[src/verilog/gpe_consts.svh]
// Register offsets, widths and reset values of the edge-detecting GPIO port
`ifndef GPE_CONSTS_SVH
`define GPE_CONSTS_SVH

// ----------------------------------------------------------------------------
// Widths
// ----------------------------------------------------------------------------
`define GPE_ADDR_W        8
`define GPE_DATA_W        32
`define GPE_BE_W          4
`define GPE_PINS          50
`define GPE_BANK0_W       32
`define GPE_BANK1_W       18

// ----------------------------------------------------------------------------
// Byte offsets
// ----------------------------------------------------------------------------
`define GPE_OFF_LEVEL0    8'h00
`define GPE_OFF_LEVEL1    8'h04
`define GPE_OFF_DIR0      8'h0C
`define GPE_OFF_DIR1      8'h10
`define GPE_OFF_OSET0     8'h18
`define GPE_OFF_OSET1     8'h1C
`define GPE_OFF_OCLR0     8'h24
`define GPE_OFF_OCLR1     8'h28
`define GPE_OFF_RISE0     8'h30
`define GPE_OFF_RISE1     8'h34
`define GPE_OFF_FALL0     8'h3C
`define GPE_OFF_FALL1     8'h40
`define GPE_OFF_STAT0     8'h48
`define GPE_OFF_STAT1     8'h4C
`define GPE_OFF_DSET0     8'h54
`define GPE_OFF_DSET1     8'h58
`define GPE_OFF_DCLR0     8'h60
`define GPE_OFF_DCLR1     8'h64
`define GPE_OFF_RSET0     8'h6C
`define GPE_OFF_RSET1     8'h70
`define GPE_OFF_RCLR0     8'h78
`define GPE_OFF_RCLR1     8'h7C
`define GPE_OFF_FSET0     8'h84
`define GPE_OFF_FSET1     8'h88
`define GPE_OFF_FCLR0     8'h90
`define GPE_OFF_FCLR1     8'h94
`define GPE_OFF_MASK0     8'h9C
`define GPE_OFF_MASK1     8'hA0

// ----------------------------------------------------------------------------
// Reset values
// ----------------------------------------------------------------------------
`define GPE_RST_PINS      50'h0
`define GPE_RST_OE_N      50'h3FFFFFFFFFFFF
`define GPE_RST_WORD      32'h00000000

`endif

[src/verilog/gpe_pkg.sv]
// Types shared by the edge-detecting GPIO port
package gpe_pkg;
  `include "gpe_consts.svh"

  typedef logic [`GPE_ADDR_W-1:0] gpe_addr_type;
  typedef logic [`GPE_DATA_W-1:0] gpe_word_type;
  typedef logic [`GPE_BE_W-1:0]   gpe_be_type;
  typedef logic [`GPE_PINS-1:0]   gpe_pins_type;

  typedef enum logic [1:0] {
    GPE_IDLE = 2'h1,
    GPE_ACK  = 2'h2
  } gpe_bus_state_type;
endpackage : gpe_pkg

[src/verilog/gpe_port.sv]
// Fifty-pin GPIO port with edge detection behind an Avalon-MM slave
//
// Local design decision: register access over Avalon-MM.
`timescale 1ns/1ps
`include "gpe_consts.svh"
// Contract
// - Bank zero has 32 pins, bank one 18; bank-one bits 31:18 read zero.
// - Pin-level registers are read-only and return each pin's synchronised level, two clocks behind the pin.
// - Direction bit: 0 input, 1 output; read/write; resets to input.
// - Output-set write of 1 drives an output pin high; 0 leaves it.
// - Output-clear write of 1 drives an output pin low; 0 leaves it.
// - Enabled rising edge sets the pin's status bit; disabled ones are ignored.
// - Enabled falling edge sets the pin's status bit; disabled ones are ignored.
// - Status bits stick until a 1 is written; reset to 0.
// - Direction-set write of 1 makes the pin an output; 0 leaves it.
// - Direction-clear write of 1 makes the pin an input; 0 leaves it.
module gpe_port (
  input  wire logic              clk,
  input  wire logic              srst,
  input  wire gpe_pkg::gpe_addr_type address,
  input  wire logic              read,
  input  wire logic              write,
  input  wire gpe_pkg::gpe_word_type writedata,
  input  wire gpe_pkg::gpe_be_type   byteenable,
  output      gpe_pkg::gpe_word_type readdata,
  output logic                   waitrequest,
  input  wire gpe_pkg::gpe_pins_type pin_in,
  output      gpe_pkg::gpe_pins_type pin_out,
  output      gpe_pkg::gpe_pins_type pin_oe_n,
  output logic                   irq
);
  import gpe_pkg::*;

  // --------------------------------------------------------------------------
  // Helpers
  // --------------------------------------------------------------------------
  function automatic gpe_word_type be_expand(input gpe_be_type be);
    gpe_word_type m;
    m = {{8{be[3]}}, {8{be[2]}}, {8{be[1]}}, {8{be[0]}}};
    return m;
  endfunction : be_expand

  // Places a bus word onto the 50-pin vector of the bank its address selects
  function automatic gpe_pins_type place(input gpe_addr_type a, input gpe_addr_type o0,
                                         input gpe_addr_type o1, input gpe_word_type d);
    gpe_pins_type v;
    v = `GPE_RST_PINS;
    if (a == o0) begin
      v = {18'h00000, d};
    end else if (a == o1) begin
      v = {d[`GPE_BANK1_W-1:0], 32'h00000000};
    end
    return v;
  endfunction : place

  function automatic gpe_word_type bank(input gpe_pins_type v, input logic hi);
    gpe_word_type w;
    w = hi ? {14'h0000, v[`GPE_PINS-1:`GPE_BANK0_W]} : v[`GPE_BANK0_W-1:0];
    return w;
  endfunction : bank

  // --------------------------------------------------------------------------
  // State
  // --------------------------------------------------------------------------
  gpe_bus_state_type state;
  gpe_pins_type      sync_meta;
  gpe_pins_type      lvl;
  gpe_pins_type      lvl_prev;
  gpe_pins_type      rise_en;
  gpe_pins_type      fall_en;
  gpe_pins_type      status;
  gpe_pins_type      mask;
  gpe_word_type      rd_word;

  // --------------------------------------------------------------------------
  // Write decode
  // --------------------------------------------------------------------------
  wire logic         wr_ack    = (state == GPE_ACK) && write;
  wire logic         rd_ack    = (state == GPE_ACK) && read;
  wire gpe_word_type wmask     = be_expand(byteenable);
  wire gpe_word_type wbits     = writedata & wmask;
  wire gpe_word_type wzero     = `GPE_RST_WORD;
  wire gpe_word_type wload     = wr_ack ? wmask : wzero;
  wire gpe_word_type wone      = wr_ack ? wbits : wzero;
  wire gpe_pins_type direction = ~pin_oe_n;

  wire gpe_pins_type dir_load  = place(address, `GPE_OFF_DIR0, `GPE_OFF_DIR1, wload);
  wire gpe_pins_type dir_val   = place(address, `GPE_OFF_DIR0, `GPE_OFF_DIR1, wbits);
  wire gpe_pins_type dir_set   = place(address, `GPE_OFF_DSET0, `GPE_OFF_DSET1, wone);
  wire gpe_pins_type dir_clr   = place(address, `GPE_OFF_DCLR0, `GPE_OFF_DCLR1, wone);
  wire gpe_pins_type out_set   = place(address, `GPE_OFF_OSET0, `GPE_OFF_OSET1, wone);
  wire gpe_pins_type out_clr   = place(address, `GPE_OFF_OCLR0, `GPE_OFF_OCLR1, wone);
  wire gpe_pins_type rise_load = place(address, `GPE_OFF_RISE0, `GPE_OFF_RISE1, wload);
  wire gpe_pins_type rise_val  = place(address, `GPE_OFF_RISE0, `GPE_OFF_RISE1, wbits);
  wire gpe_pins_type rise_set  = place(address, `GPE_OFF_RSET0, `GPE_OFF_RSET1, wone);
  wire gpe_pins_type rise_clr  = place(address, `GPE_OFF_RCLR0, `GPE_OFF_RCLR1, wone);
  wire gpe_pins_type fall_load = place(address, `GPE_OFF_FALL0, `GPE_OFF_FALL1, wload);
  wire gpe_pins_type fall_val  = place(address, `GPE_OFF_FALL0, `GPE_OFF_FALL1, wbits);
  wire gpe_pins_type fall_set  = place(address, `GPE_OFF_FSET0, `GPE_OFF_FSET1, wone);
  wire gpe_pins_type fall_clr  = place(address, `GPE_OFF_FCLR0, `GPE_OFF_FCLR1, wone);
  wire gpe_pins_type mask_load = place(address, `GPE_OFF_MASK0, `GPE_OFF_MASK1, wload);
  wire gpe_pins_type mask_val  = place(address, `GPE_OFF_MASK0, `GPE_OFF_MASK1, wbits);
  wire gpe_pins_type stat_clr  = place(address, `GPE_OFF_STAT0, `GPE_OFF_STAT1, wone);

  // --------------------------------------------------------------------------
  // Next values
  // --------------------------------------------------------------------------
  wire gpe_pins_type next_direction =
    ((direction & ~dir_load) | (dir_val & dir_load) | dir_set) & ~dir_clr;
  // Set and clear act only on pins that are outputs now
  wire gpe_pins_type next_out =
    (pin_out | (out_set & direction)) & ~(out_clr & direction);
  wire gpe_pins_type next_rise =
    ((rise_en & ~rise_load) | (rise_val & rise_load) | rise_set) & ~rise_clr;
  wire gpe_pins_type next_fall =
    ((fall_en & ~fall_load) | (fall_val & fall_load) | fall_set) & ~fall_clr;
  wire gpe_pins_type next_mask = (mask & ~mask_load) | (mask_val & mask_load);
  wire gpe_pins_type rise_ev   = lvl & ~lvl_prev & rise_en;
  wire gpe_pins_type fall_ev   = ~lvl & lvl_prev & fall_en;
  wire gpe_pins_type edge_ev   = rise_ev | fall_ev;
  // An edge in the cycle of its own clearing wins
  wire gpe_pins_type next_status = (status & ~stat_clr) | edge_ev;
  wire logic         next_irq    = |(next_status & next_mask);

  // --------------------------------------------------------------------------
  // Read decode
  // --------------------------------------------------------------------------
  always_comb begin
    rd_word = `GPE_RST_WORD;
    if (address == `GPE_OFF_LEVEL0) begin
      rd_word = bank(lvl, 1'b0);
    end else if (address == `GPE_OFF_LEVEL1) begin
      rd_word = bank(lvl, 1'b1);
    end else if (address == `GPE_OFF_DIR0) begin
      rd_word = bank(direction, 1'b0);
    end else if (address == `GPE_OFF_DIR1) begin
      rd_word = bank(direction, 1'b1);
    end else if (address == `GPE_OFF_RISE0) begin
      rd_word = bank(rise_en, 1'b0);
    end else if (address == `GPE_OFF_RISE1) begin
      rd_word = bank(rise_en, 1'b1);
    end else if (address == `GPE_OFF_FALL0) begin
      rd_word = bank(fall_en, 1'b0);
    end else if (address == `GPE_OFF_FALL1) begin
      rd_word = bank(fall_en, 1'b1);
    end else if (address == `GPE_OFF_STAT0) begin
      rd_word = bank(status, 1'b0);
    end else if (address == `GPE_OFF_STAT1) begin
      rd_word = bank(status, 1'b1);
    end else if (address == `GPE_OFF_MASK0) begin
      rd_word = bank(mask, 1'b0);
    end else if (address == `GPE_OFF_MASK1) begin
      rd_word = bank(mask, 1'b1);
    end
  end

  // --------------------------------------------------------------------------
  // Pin synchroniser and edge history
  // --------------------------------------------------------------------------
  always_ff @(posedge clk) begin
    sync_meta <= pin_in;
    lvl       <= sync_meta;
    lvl_prev  <= lvl;
  end

  // --------------------------------------------------------------------------
  // Bus handshake: one wait cycle, then waitrequest low for one cycle
  // --------------------------------------------------------------------------
  always_ff @(posedge clk) begin
    if (srst) begin
      state       <= GPE_IDLE;
      waitrequest <= 1'b1;
      readdata    <= `GPE_RST_WORD;
    end else begin
      case (state)
        GPE_IDLE: begin
          if (read || write) begin
            state       <= GPE_ACK;
            waitrequest <= 1'b0;
            readdata    <= rd_word;
          end
        end
        GPE_ACK: begin
          state       <= GPE_IDLE;
          waitrequest <= 1'b1;
        end
        default: begin
          state       <= GPE_IDLE;
          waitrequest <= 1'b1;
        end
      endcase
    end
  end

  // --------------------------------------------------------------------------
  // Port registers
  // --------------------------------------------------------------------------
  always_ff @(posedge clk) begin
    if (srst) begin
      pin_oe_n <= `GPE_RST_OE_N;
      pin_out  <= `GPE_RST_PINS;
      rise_en  <= `GPE_RST_PINS;
      fall_en  <= `GPE_RST_PINS;
      status   <= `GPE_RST_PINS;
      mask     <= `GPE_RST_PINS;
      irq      <= 1'b0;
    end else begin
      pin_oe_n <= ~next_direction;
      pin_out  <= next_out;
      rise_en  <= next_rise;
      fall_en  <= next_fall;
      status   <= next_status;
      mask     <= next_mask;
      irq      <= next_irq;
    end
  end

  // --------------------------------------------------------------------------
  // Assertions
  // --------------------------------------------------------------------------
  wire logic full_be = (byteenable == 4'hF);

  property p_bank1_reserved;
    @(posedge clk) disable iff (srst)
      ($fell(waitrequest) && $past(read) && $past(address) == `GPE_OFF_LEVEL1)
        |-> (readdata[31:18] == 14'h0000);
  endproperty
  a_bank1_reserved: assert property (p_bank1_reserved) else $error("bank one reserved bits not zero");

  property p_level_read;
    @(posedge clk) disable iff (srst)
      (rd_ack && address == `GPE_OFF_LEVEL0) |-> (readdata == $past(lvl[31:0]));
  endproperty
  a_level_read: assert property (p_level_read) else $error("pin level read mismatch");

  property p_dir_write;
    @(posedge clk) disable iff (srst)
      (wr_ack && full_be && address == `GPE_OFF_DIR0)
        |=> (pin_oe_n[31:0] == ~$past(writedata));
  endproperty
  a_dir_write: assert property (p_dir_write) else $error("direction write not applied");

  property p_out_set;
    @(posedge clk) disable iff (srst)
      (wr_ack && full_be && address == `GPE_OFF_OSET0)
        |=> (((pin_out[31:0] & $past(writedata & direction[31:0])) == $past(writedata & direction[31:0]))
             && ((pin_out[31:0] & ~$past(direction[31:0])) == $past(pin_out[31:0] & ~direction[31:0])));
  endproperty
  a_out_set: assert property (p_out_set) else $error("output set misbehaved");

  property p_out_clr;
    @(posedge clk) disable iff (srst)
      (wr_ack && full_be && address == `GPE_OFF_OCLR0)
        |=> (((pin_out[31:0] & $past(writedata & direction[31:0])) == 32'h00000000)
             && ((pin_out[31:0] & ~$past(writedata)) == $past(pin_out[31:0] & ~writedata)));
  endproperty
  a_out_clr: assert property (p_out_clr) else $error("output clear misbehaved");

  property p_rise_sets;
    @(posedge clk) disable iff (srst)
      (|(lvl & ~lvl_prev & rise_en)) |=> ((status & $past(lvl & ~lvl_prev & rise_en))
                                          == $past(lvl & ~lvl_prev & rise_en));
  endproperty
  a_rise_sets: assert property (p_rise_sets) else $error("rising edge not recorded");

  property p_fall_sets;
    @(posedge clk) disable iff (srst)
      (|(~lvl & lvl_prev & fall_en)) |=> ((status & $past(~lvl & lvl_prev & fall_en))
                                          == $past(~lvl & lvl_prev & fall_en));
  endproperty
  a_fall_sets: assert property (p_fall_sets) else $error("falling edge not recorded");

  property p_status_sticky;
    @(posedge clk) disable iff (srst)
      1'b1 |=> ((($past(status) & ~status) & ~$past(stat_clr)) == `GPE_RST_PINS)
               && (((status & ~$past(status)) & ~$past(edge_ev)) == `GPE_RST_PINS);
  endproperty
  a_status_sticky: assert property (p_status_sticky) else $error("status bit changed without cause");

  property p_dir_set;
    @(posedge clk) disable iff (srst)
      (wr_ack && full_be && address == `GPE_OFF_DSET0)
        |=> ((pin_oe_n[31:0] | $past(writedata)) == $past(pin_oe_n[31:0] | writedata))
            && ((pin_oe_n[31:0] & $past(writedata)) == 32'h00000000);
  endproperty
  a_dir_set: assert property (p_dir_set) else $error("direction set misbehaved");

  property p_dir_clr;
    @(posedge clk) disable iff (srst)
      (wr_ack && full_be && address == `GPE_OFF_DCLR0)
        |=> ((pin_oe_n[31:0] & $past(writedata)) == $past(writedata))
            && ((pin_oe_n[31:0] & ~$past(writedata)) == $past(pin_oe_n[31:0] & ~writedata));
  endproperty
  a_dir_clr: assert property (p_dir_clr) else $error("direction clear misbehaved");

  property p_sync_delay;
    @(posedge clk) disable iff (srst)
      ##3 (lvl == $past(pin_in, 2));
  endproperty
  a_sync_delay: assert property (p_sync_delay) else $error("level not two cycles behind pin");

  property p_setclr_read_zero;
    @(posedge clk) disable iff (srst)
      (rd_ack && (address == `GPE_OFF_OSET0 || address == `GPE_OFF_DCLR1 || address == `GPE_OFF_FSET0))
        |-> (readdata == 32'h00000000);
  endproperty
  a_setclr_read_zero: assert property (p_setclr_read_zero) else $error("set or clear read not zero");

  property p_irq_level;
    @(posedge clk) disable iff (srst)
      irq == |(status & mask);
  endproperty
  a_irq_level: assert property (p_irq_level) else $error("interrupt disagrees with status and mask");

  property p_ack_one_cycle;
    @(posedge clk) disable iff (srst)
      $fell(waitrequest) |=> waitrequest;
  endproperty
  a_ack_one_cycle: assert property (p_ack_one_cycle) else $error("waitrequest low too long");

  property p_rise_set_reg;
    @(posedge clk) disable iff (srst)
      (wr_ack && full_be && address == `GPE_OFF_RSET0)
        |=> (rise_en[31:0] == $past(rise_en[31:0] | writedata));
  endproperty
  a_rise_set_reg: assert property (p_rise_set_reg) else $error("rise enable set misbehaved");

  property p_rise_clr_reg;
    @(posedge clk) disable iff (srst)
      (wr_ack && full_be && address == `GPE_OFF_RCLR0)
        |=> (rise_en[31:0] == $past(rise_en[31:0] & ~writedata));
  endproperty
  a_rise_clr_reg: assert property (p_rise_clr_reg) else $error("rise enable clear misbehaved");

  property p_fall_set_reg;
    @(posedge clk) disable iff (srst)
      (wr_ack && full_be && address == `GPE_OFF_FSET1)
        |=> (fall_en[49:32] == $past(fall_en[49:32] | writedata[17:0]));
  endproperty
  a_fall_set_reg: assert property (p_fall_set_reg) else $error("fall enable set misbehaved");

  property p_fall_clr_reg;
    @(posedge clk) disable iff (srst)
      (wr_ack && full_be && address == `GPE_OFF_FCLR0)
        |=> (fall_en[31:0] == $past(fall_en[31:0] & ~writedata));
  endproperty
  a_fall_clr_reg: assert property (p_fall_clr_reg) else $error("fall enable clear misbehaved");

  property p_stat_clr;
    @(posedge clk) disable iff (srst)
      (wr_ack && full_be && address == `GPE_OFF_STAT0)
        |=> ((status[31:0] & $past(writedata & ~edge_ev[31:0])) == 32'h00000000);
  endproperty
  a_stat_clr: assert property (p_stat_clr) else $error("status write of one did not clear");

  property p_mask_write;
    @(posedge clk) disable iff (srst)
      (wr_ack && full_be && address == `GPE_OFF_MASK0)
        |=> (mask[31:0] == $past(writedata));
  endproperty
  a_mask_write: assert property (p_mask_write) else $error("mask write not applied");

  property p_dir_set_bank1;
    @(posedge clk) disable iff (srst)
      (wr_ack && full_be && address == `GPE_OFF_DSET1)
        |=> (pin_oe_n[49:32] == $past(pin_oe_n[49:32] & ~writedata[17:0]));
  endproperty
  a_dir_set_bank1: assert property (p_dir_set_bank1) else $error("bank one direction set misbehaved");

  property p_lane_hold;
    @(posedge clk) disable iff (srst)
      (wr_ack && !byteenable[0] && address == `GPE_OFF_DIR0)
        |=> (pin_oe_n[7:0] == $past(pin_oe_n[7:0]));
  endproperty
  a_lane_hold: assert property (p_lane_hold) else $error("disabled byte lane was written");

  c_edge_seen:   cover property (@(posedge clk) disable iff (srst) |edge_ev);
  c_status_clr:  cover property (@(posedge clk) disable iff (srst) |(stat_clr & status));
  c_irq_rise:    cover property (@(posedge clk) disable iff (srst) $rose(irq));
  c_both_edges:  cover property (@(posedge clk) disable iff (srst) |(rise_en & fall_en & edge_ev));
  c_bank1_edge:  cover property (@(posedge clk) disable iff (srst) |edge_ev[49:32]);
endmodule : gpe_port

[config.mk]
export PLATFORM = sky130hd
export DESIGN_NAME = gpe_port
export DESIGN_NICKNAME = d
export VERILOG_FILES = /design/src/verilog/gpe_pkg.sv /design/src/verilog/gpe_port.sv
export VERILOG_INCLUDE_DIRS = /design/src /design/src/verilog
export SDC_FILE = /design/constraint.sdc
export NUM_CORES = 1
export LEC_CHECK = 0
export BUFFER_PORTS_ARGS = -buffer_cell sky130_fd_sc_hd__buf_2
export CAP_MARGIN = 20
export CORE_UTILIZATION = 53
export DETAILED_ROUTE_END_ITERATION = 8
export MAX_ROUTING_LAYER = met4
export PLACE_DENSITY = 0.86
export RECOVER_POWER = 25
export SYNTH_ARGS = -nofsm -noshare
export SYNTH_HDL_FRONTEND = slang
export SYNTH_SLANG_ARGS = --single-unit
[constraint.sdc]
create_clock -name clk -period 2.5 [get_ports clk]
set_clock_uncertainty 0.15 [all_clocks]
set_input_delay 0.5 -clock clk [delete_from_list [all_inputs] [get_ports clk]]
set_output_delay 0.5 -clock clk [all_outputs]
set_load 0.01 [all_outputs]
==> results by group, run 1 <==
Setup path
  • CP Max Fanout: 7
  • Worst path max stage delay: 0.40 ns
  • CP required: 2.82 ns
  • Cells along the critical path: and4b_4 -> nand3_2 -> mux2_2 -> a2111oi_4 -> buf_4 -> and4_1 -> a41oi_1
  • R2r startpoint: state[0]
  • Critical Path AT: 2.78 ns
  • Worst Setup Start Kind: flip-flop
  • RR Endpoint: irq
  • CP Capture Type: flip-flop
  • Minimum setup slack among reg-to-reg paths: 0.04 ns
  • R2R cell count: 7
  • WS Path Type: flip-flop to flip-flop
  • Slowest-stage cell, CP: and4b_4

Drt
  • Detailed Route WL: 79.7 mm
  • Post-route DRC: 0
  • Drt first pass iters: 9
  • DRT antenna net count: 0
  • Vias: 21300
  • Vias per Instance: 6.65
  • Detailed router's first-iteration violation count: 2882
  • WL per Instance: 24.9 µm

Power
  • Leakage: 9.65 nW
  • Worst vdd ir: 0.577 mV
  • Switching share of power: 0.239
  • Clock power frac: 0.454
  • Pwr Density: 632 nW/µm²
  • Pint: 12.6 mW
  • Flop pwr share: 0.486
  • Comb pwr share: 0.060
  • Sw power: 3.94 mW

Global routing
  • Initial antenna violation count: 1
  • Number of global-route vias before repair: 20500
  • Largest net degree at the start of global routing: 82
  • Gr ovfl total: 0
  • GRT Total Usage: 0.418
  • First-pass GRT wire length: 120 mm

Synth
  • Post-Synthesis Cells: 2233
  • Dominant cell by count in the synthesized netlist: dfxtp_1
  • Top cells by area, synth: dfxtp_1 (49%), a211oi_1 (6.2%), a22oi_1 (4.6%)
  • Dominant cell type by area after synthesis: dfxtp_1
  • Distinct cell type count after synthesis: 63
  • Top cells by count, synth: dfxtp_1 (485), nor2_1 (206), a211oi_1 (165), a21oi_1 (164), clkbuf_1 (139)
  • Post-synthesis compound-gate area fraction: 0.268
  • Synthesized-area fraction occupied by adder cells: 0
  • Syn Nets: 2331
  • Largest family of logic cells by synthesized area: compound AO/OA/AOI/OAI gates
  • Post-synthesis cell area: 19900 µm²
  • XOR/XNOR Fraction of Synth Area: 0
  • Post-Syn Area per Cell: 8.91 µm²
  • Primary FF master, synth: dfxtp_1
  • Post-synthesis simple-gate area fraction: 0.184
  • Synthesized flop and latch total: 485
  • Register area share after synthesis: 0.488
  • Async set-or-reset flop fraction in the synthesized netlist: 0
  • Yosys top cell area share: 0.488
  • Multiplexer share of the synthesized area: 0.0103
  • Ys Warns: 0
  • Post-synth EDFFs: 0

Finish
  • Fill count: 2716
  • Nets: 2788
  • Share of cells above drive strength 1: 0.263
  • Reg area: 9710 µm²
  • Multi-input gate area: 9470 µm²
  • Post-Route Utilization: 0.711
  • Area growth, synth to finish: 31.4%

Worst hold path
  • Hold Crit Endpoint: mask[20]
  • Hold_sp: writedata[20]
  • Min-Delay Path Class: input pin to flip-flop
  • Hold path depth: 3

Placed design
  • Final Wtd Congestion: 1.03
  • Post-DP HPWL: 56.5 mm
  • I/O Buffers: 231
  • Post-Place Setup Slack: -0.559 ns

Floorplanning
  • # IOs: 232
  • Number of core rows: 70
  • Die area: 38300 µm²
  • Die Ht: 196 µm
  • Die Width: 196 µm
  • Initial Util: 0.541
  • Core area: 36800 µm²

Clock network
  • Root buf cell: clkbuf_16
  • Reg clk slew, reported paths: 0.06 ns
  • Clock Path Buffers: 3
  • CTS tree: built
  • Cts bufs inserted: 49
  • Clk Latency, worst-skew pair: 0.61 ns
  • H-tree levels: 2
  • Sink Count: 485

Timing
  • Worst setup margin: 0.0429 ns
  • Fin crit period: 2.46 ns
  • Setup violators final: 0
  • Max Slew Vio Count: 0
  • Final hold vios: 0
  • Hold Slack: 0.109 ns
  • Worst-Margin Slew: 0.830 ns
  • Fmax: 0.407 GHz
  • Setup TNS: 0 ns
  • Relative slew slack: 0.447
  • Period utilisation layout: 0.983

Status
  • Run status: finished, final reports clean

Flow run
  • Max_cap viols: 0
==> worst max-delay path by stage <==
stage	start	end	slack (ns)	depth (start not counted)
finish	state[0]	irq	0.04	7
global route	state[0]	irq	-0.02	9
CTS	state[1]	irq	0.02	9
detailed placement	address[4]	irq	-0.56	10
global placement	address[5]	irq	-0.48	8
floorplan	address[1]	pin_oe_n[40]	-0.1	10
==> metrics by stage <==
| step | area (µm²) | cells | total power [mW] |
|---|---|---|---|
| after detailed placement | 23900 | 3056 | 9.09 |
| after global routing | 26200 | 3197 | 16.9 |
| after CTS | 26000 | 3195 | 16.5 |
| final | 26200 | 3198 | 16.5 |
| after floorplan | 20000 | 2233 | 8.57 |
| after global placement | 23900 | 3056 | 9.06 |
==> kinds of logic after synthesis <==
logic type             Yosys count
AND/OR/NAND/NOR                716
flip-flops                     485
buffers and inverters          238
AO/OA/AOI/OAI                  774
multiplexers                    20
==> cells in the final DEF (no fill, tap or decap), drive strengths merged, types with 5 or more instances in the layout <==
cell	instances
o2bb2ai	14
dlygate4sd3	50
a21oi	164
mux2i	16
o31ai	26
nor2	206
a41oi	29
a221oi	6
o211ai	14
and2	35
nand3	138
nand3b	51
nor4	7
o21ai	82
clkbuf	71
o2111ai	6
o221a	18
nand4	95
nor2b	9
nand2	136
a2bb2oi	24
inv	33
a211oi	165
o22ai	64
nand4b	5
dfxtp	485
nor3	7
buf	561
clkinv	13
o221ai	18
a22oi	123
==> cell type report <==
class / count / area share
Tap cell: 468 / 0.0224
Inverter: 31 / 0.00445
Clock buffer: 69 / 0.0544
Clock inverter: 20 / 0.00746
Multi-Input combinational cell: 1510 / 0.362
Sequential cell: 485 / 0.371
Antenna cell: 2 / 0.000191
Timing Repair Buffer: 613 / 0.178
==> worst max-delay path: cells and delay by family (launching register included) <==
family | cells | cell delay, ns
buffers and inverters | 1 | 0.18
DFF | 1 | 0.36
muxes | 1 | 0.35
AOI/OAI and AO/OA | 2 | 0.48
and+or+nand+nor | 3 | 0.80
==> routing by layer <==
metal,track usage,share of wire,wire [µm],vias to the layer above
met3,0.114,0.13,10300,266
li1,-,-,-,9399
met4,0.166,0.040,3190,0
met2,0.628,0.44,35000,1524
met5,-,0,0,-
met1,0.534,0.39,31200,10100
==> power groups by stage <==
stage,clock network [mW],logic [mW],registers (mW)
floorplan,0,0.384,8.18
global placement,0,0.866,8.19
detailed placement,0,0.886,8.20
CTS,7.52,0.951,8.03
global route,7.84,1.04,8.05
finish,7.50,0.993,8.04
==> timing repair <==
action,4_1_cts,5_1_grt
hold buffers,50,0
setup buffers,0,0
cloned,0,1
resized for setup,8,22
hold endpoints to repair,50,0
pin swaps,1,7
endpoints found under the setup margin,1,2
Note: power is estimated with default switching activity, not from simulation.
==> inputs of run 2 (changes only) <==
==> constraint.sdc (replaced) <==
create_clock -name clk -period 2.5 [get_ports clk]
set_clock_uncertainty 0.15 [all_clocks]
set_input_delay 0.625 -clock clk [delete_from_list [all_inputs] [get_ports clk]]
set_output_delay 0.625 -clock clk [all_outputs]
set_load 0.01 [all_outputs]
==> results by group, run 2 (same netlist as run 1, synthesis figures left out) <==
Timing
  • Hold Slack: 0.166 ns (+0.0572 ns)
  • Worst-Margin Slew: 1.45 ns (+0.618 ns)
  • Final hold vios: 0 (unchanged)
  • Setup violators final: 1 (+1)
  • Fmax: 0.394 GHz (-3.1%)
  • Period utilisation layout: 1.01 (+0.0320)
  • RSZ-0062 raised after global routing: true
  • Fin crit period: 2.54 ns (+0.0799 ns)
  • Max Slew Vio Count: 0 (unchanged)
  • Relative slew slack: 0.0329 (-0.414)
  • Worst setup margin: -0.0370 ns (-0.0799 ns)

Drt
  • WL per Instance: 25.0 µm (+0.18%)
  • Vias per Instance: 6.78 (+1.8%)
  • Detailed Route WL: 80.0 mm (+0.27%)
  • DRT antenna net count: 0 (unchanged)
  • Vias: 21700 (+1.9%)
  • Drt first pass iters: 8 (-1)
  • Post-route DRC: 0 (unchanged)
  • Detailed router's first-iteration violation count: 2890 (+0.28%)

Setup path
  • Crit path max-delay family: simple AND/OR/NAND/NOR gates
  • Critical Path AT: 2.86 ns (+0.08 ns)
  • CP required: 2.82 ns (about the same)
  • CP Capture Type: flip-flop
  • WS Path Type: flip-flop to flip-flop
  • Worst Setup Start Kind: flip-flop
  • Cells along the critical path: buf_4 -> and4b_2 -> buf_4 -> buf_4 -> a41oi_1 -> o2bb2ai_1 -> buf_4 -> o2111ai_1 -> nor4_1 -> a41oi_1
  • Most common cell on crit path: buf_4
  • CP bufs+invs: 4 (+3)
  • Slowest-stage cell, CP: dfxtp_2
  • CP Max Fanout: 7 (unchanged)
  • Worst path max stage delay: 0.34 ns (-0.06 ns)

Global routing
  • Gr ovfl total: 0 (unchanged)
  • Number of global-route vias before repair: 20800 (+1.6%)
  • GRT Total Usage: 0.418 (-0.000866)
  • Initial antenna violation count: 2 (+1)
  • Largest net degree at the start of global routing: 73 (-11%)
  • First-pass GRT wire length: 120 mm (+0.21%)

Floorplanning
  • Number of core rows: 70 (unchanged)
  • Die area: 38300 µm² (unchanged)
  • Initial Util: 0.541 (unchanged)
  • Core area: 36800 µm² (unchanged)
  • Die Ht: 196 µm (unchanged)
  • # IOs: 232 (unchanged)
  • Die Width: 196 µm (unchanged)

Placed design
  • Cells after DPL: 3046 (-0.33%)
  • Post-DP HPWL: 55.3 mm (-2.0%)
  • Final Wtd Congestion: 1.06 (+3.0%)
  • I/O Buffers: 231 (unchanged)
  • Area after DPL: 24000 µm² (+0.55%)

Clock network
  • Reg clk slew, reported paths: 0.06 ns (about the same)
  • Clk Latency, worst-skew pair: 0.61 ns (about the same)
  • Cts bufs inserted: 51 (+4.1%)
  • Sink Count: 485 (unchanged)
  • Clock Path Buffers: 3 (unchanged)
  • H-tree levels: 2 (unchanged)
  • Root buf cell: clkbuf_16
  • CTS tree: built

Worst hold path
  • Min-Delay Path Class: flip-flop to flip-flop

Power
  • Switching share of power: 0.236 (-0.00241)
  • Sw power: 4.06 mW (+3.0%)
  • Comb pwr share: 0.057 (-0.003)
  • Leakage: 9.72 nW (+0.78%)
  • Flop pwr share: 0.467 (-0.019)
  • Pwr Density: 649 nW/µm² (+2.7%)
  • Worst vdd ir: 0.640 mV (+11%)
  • Clock power frac: 0.475 (+0.021)
  • Pint: 13.1 mW (+4.4%)
  • Tot Pwr: 17.2 mW (+4.0%)

Finish
  • Nets: 2786 (-0.072%)
  • Fill count: 2646 (-2.6%)
  • Most common cell after layout, fill and taps aside: dfxtp_1
  • Design area: 26500 µm² (+1.3%)
  • Most frequent cells in the layout: dfxtp_1 (484), buf_4 (276), buf_2 (227)
  • Share of cells above drive strength 1: 0.271 (+0.00750)
  • Area growth, synth to finish: 33.2%
  • Fin cells: 3201 (+0.094%)

Flow run
  • Max_cap viols: 0 (unchanged)

Status
  • Failing checks: negative setup slack
  • Run status: complete, but fails checks
[run 2: cell types whose count changed in the layout (fill, tap and decap cells not counted), sizes merged]
cell,previous run,this run
clkbuf,71,67
buf,561,555
diode,2,3
bufinv,3,7
dlymetal6s2s,0,1
clkinvlp,2,7
clkinv,13,15
[run 2: what timing repair did]
item / in CTS / in global routing
pin swaps: 1 / 8
resized for setup: 11 / 28
setup buffers: 0 / 7
hold buffers: 50 / 0
endpoints found under the hold margin: 50 / 0
endpoints found under the setup margin: 4 / 37
[run 2: power by group through the flow]
stage                     Combinational (mW)  Sequential (mW)  Clock [mW]
after floorplan                        0.387             8.18           0
after global placement                 0.854             8.19           0
after detailed placement               0.877             8.20           0
after CTS                              0.944             8.03        8.18
after global routing                    1.03             8.05        8.51
final                                  0.988             8.03        8.18
[run 2: path summary, 6_finish.rpt]
| path | slack (ns) | depth (start not counted) | from | end |
|---|---|---|---|---|
| worst max-delay path | -0.04 | 10 | state[0] | irq |
| worst min register to register | 0.17 | 0 | sync_meta[42] | lvl[42] |
| worst min-delay path | 0.17 | 0 | sync_meta[42] | lvl[42] |
| worst max register to register | -0.04 | 10 | state[0] | irq |
[run 2: cell type report]
type	count	area, µm²	area share
Clock buffer	64	1450	0.0546
Multi-Input combinational cell	1510	9590	0.362
Sequential cell	485	9710	0.366
Antenna cell	3	7.51	0.000283
Tap cell	468	586	0.0221
Timing Repair Buffer	609	4680	0.177
Clock inverter	31	363	0.0137
Inverter	31	116	0.00439
[run 2: routing by layer]
layer | up-vias | track usage | wire length (µm)
met5 | - | - | 0
met4 | 0 | 0.212 | 4150
met3 | 337 | 0.102 | 10300
met2 | 1713 | 0.614 | 34700
met1 | 10300 | 0.534 | 30800
li1 | 9376 | - | -
[run 2: through the flow]
stage,TNS (ns),util,setup slack (ns)
global placement,-69.62,0.652,-0.534
detailed placement,-78.82,0.652,-0.737
global route,-0.180,0.721,-0.121
floorplan,-7.11,-,-0.222
finish,-0.0370,0.721,-0.0370
CTS,-0.00773,0.716,-0.00773
[run 2: worst reg2reg max path: stages (launching register included)]
cell	delay, ns
dfxtp_2	0.34
buf_4	0.14
and4b_2	0.33
buf_4	0.18
buf_4	0.12
a41oi_1	0.14
o2bb2ai_1	0.26
buf_4	0.17
o2111ai_1	0.10
nor4_1	0.33
a41oi_1	0.15
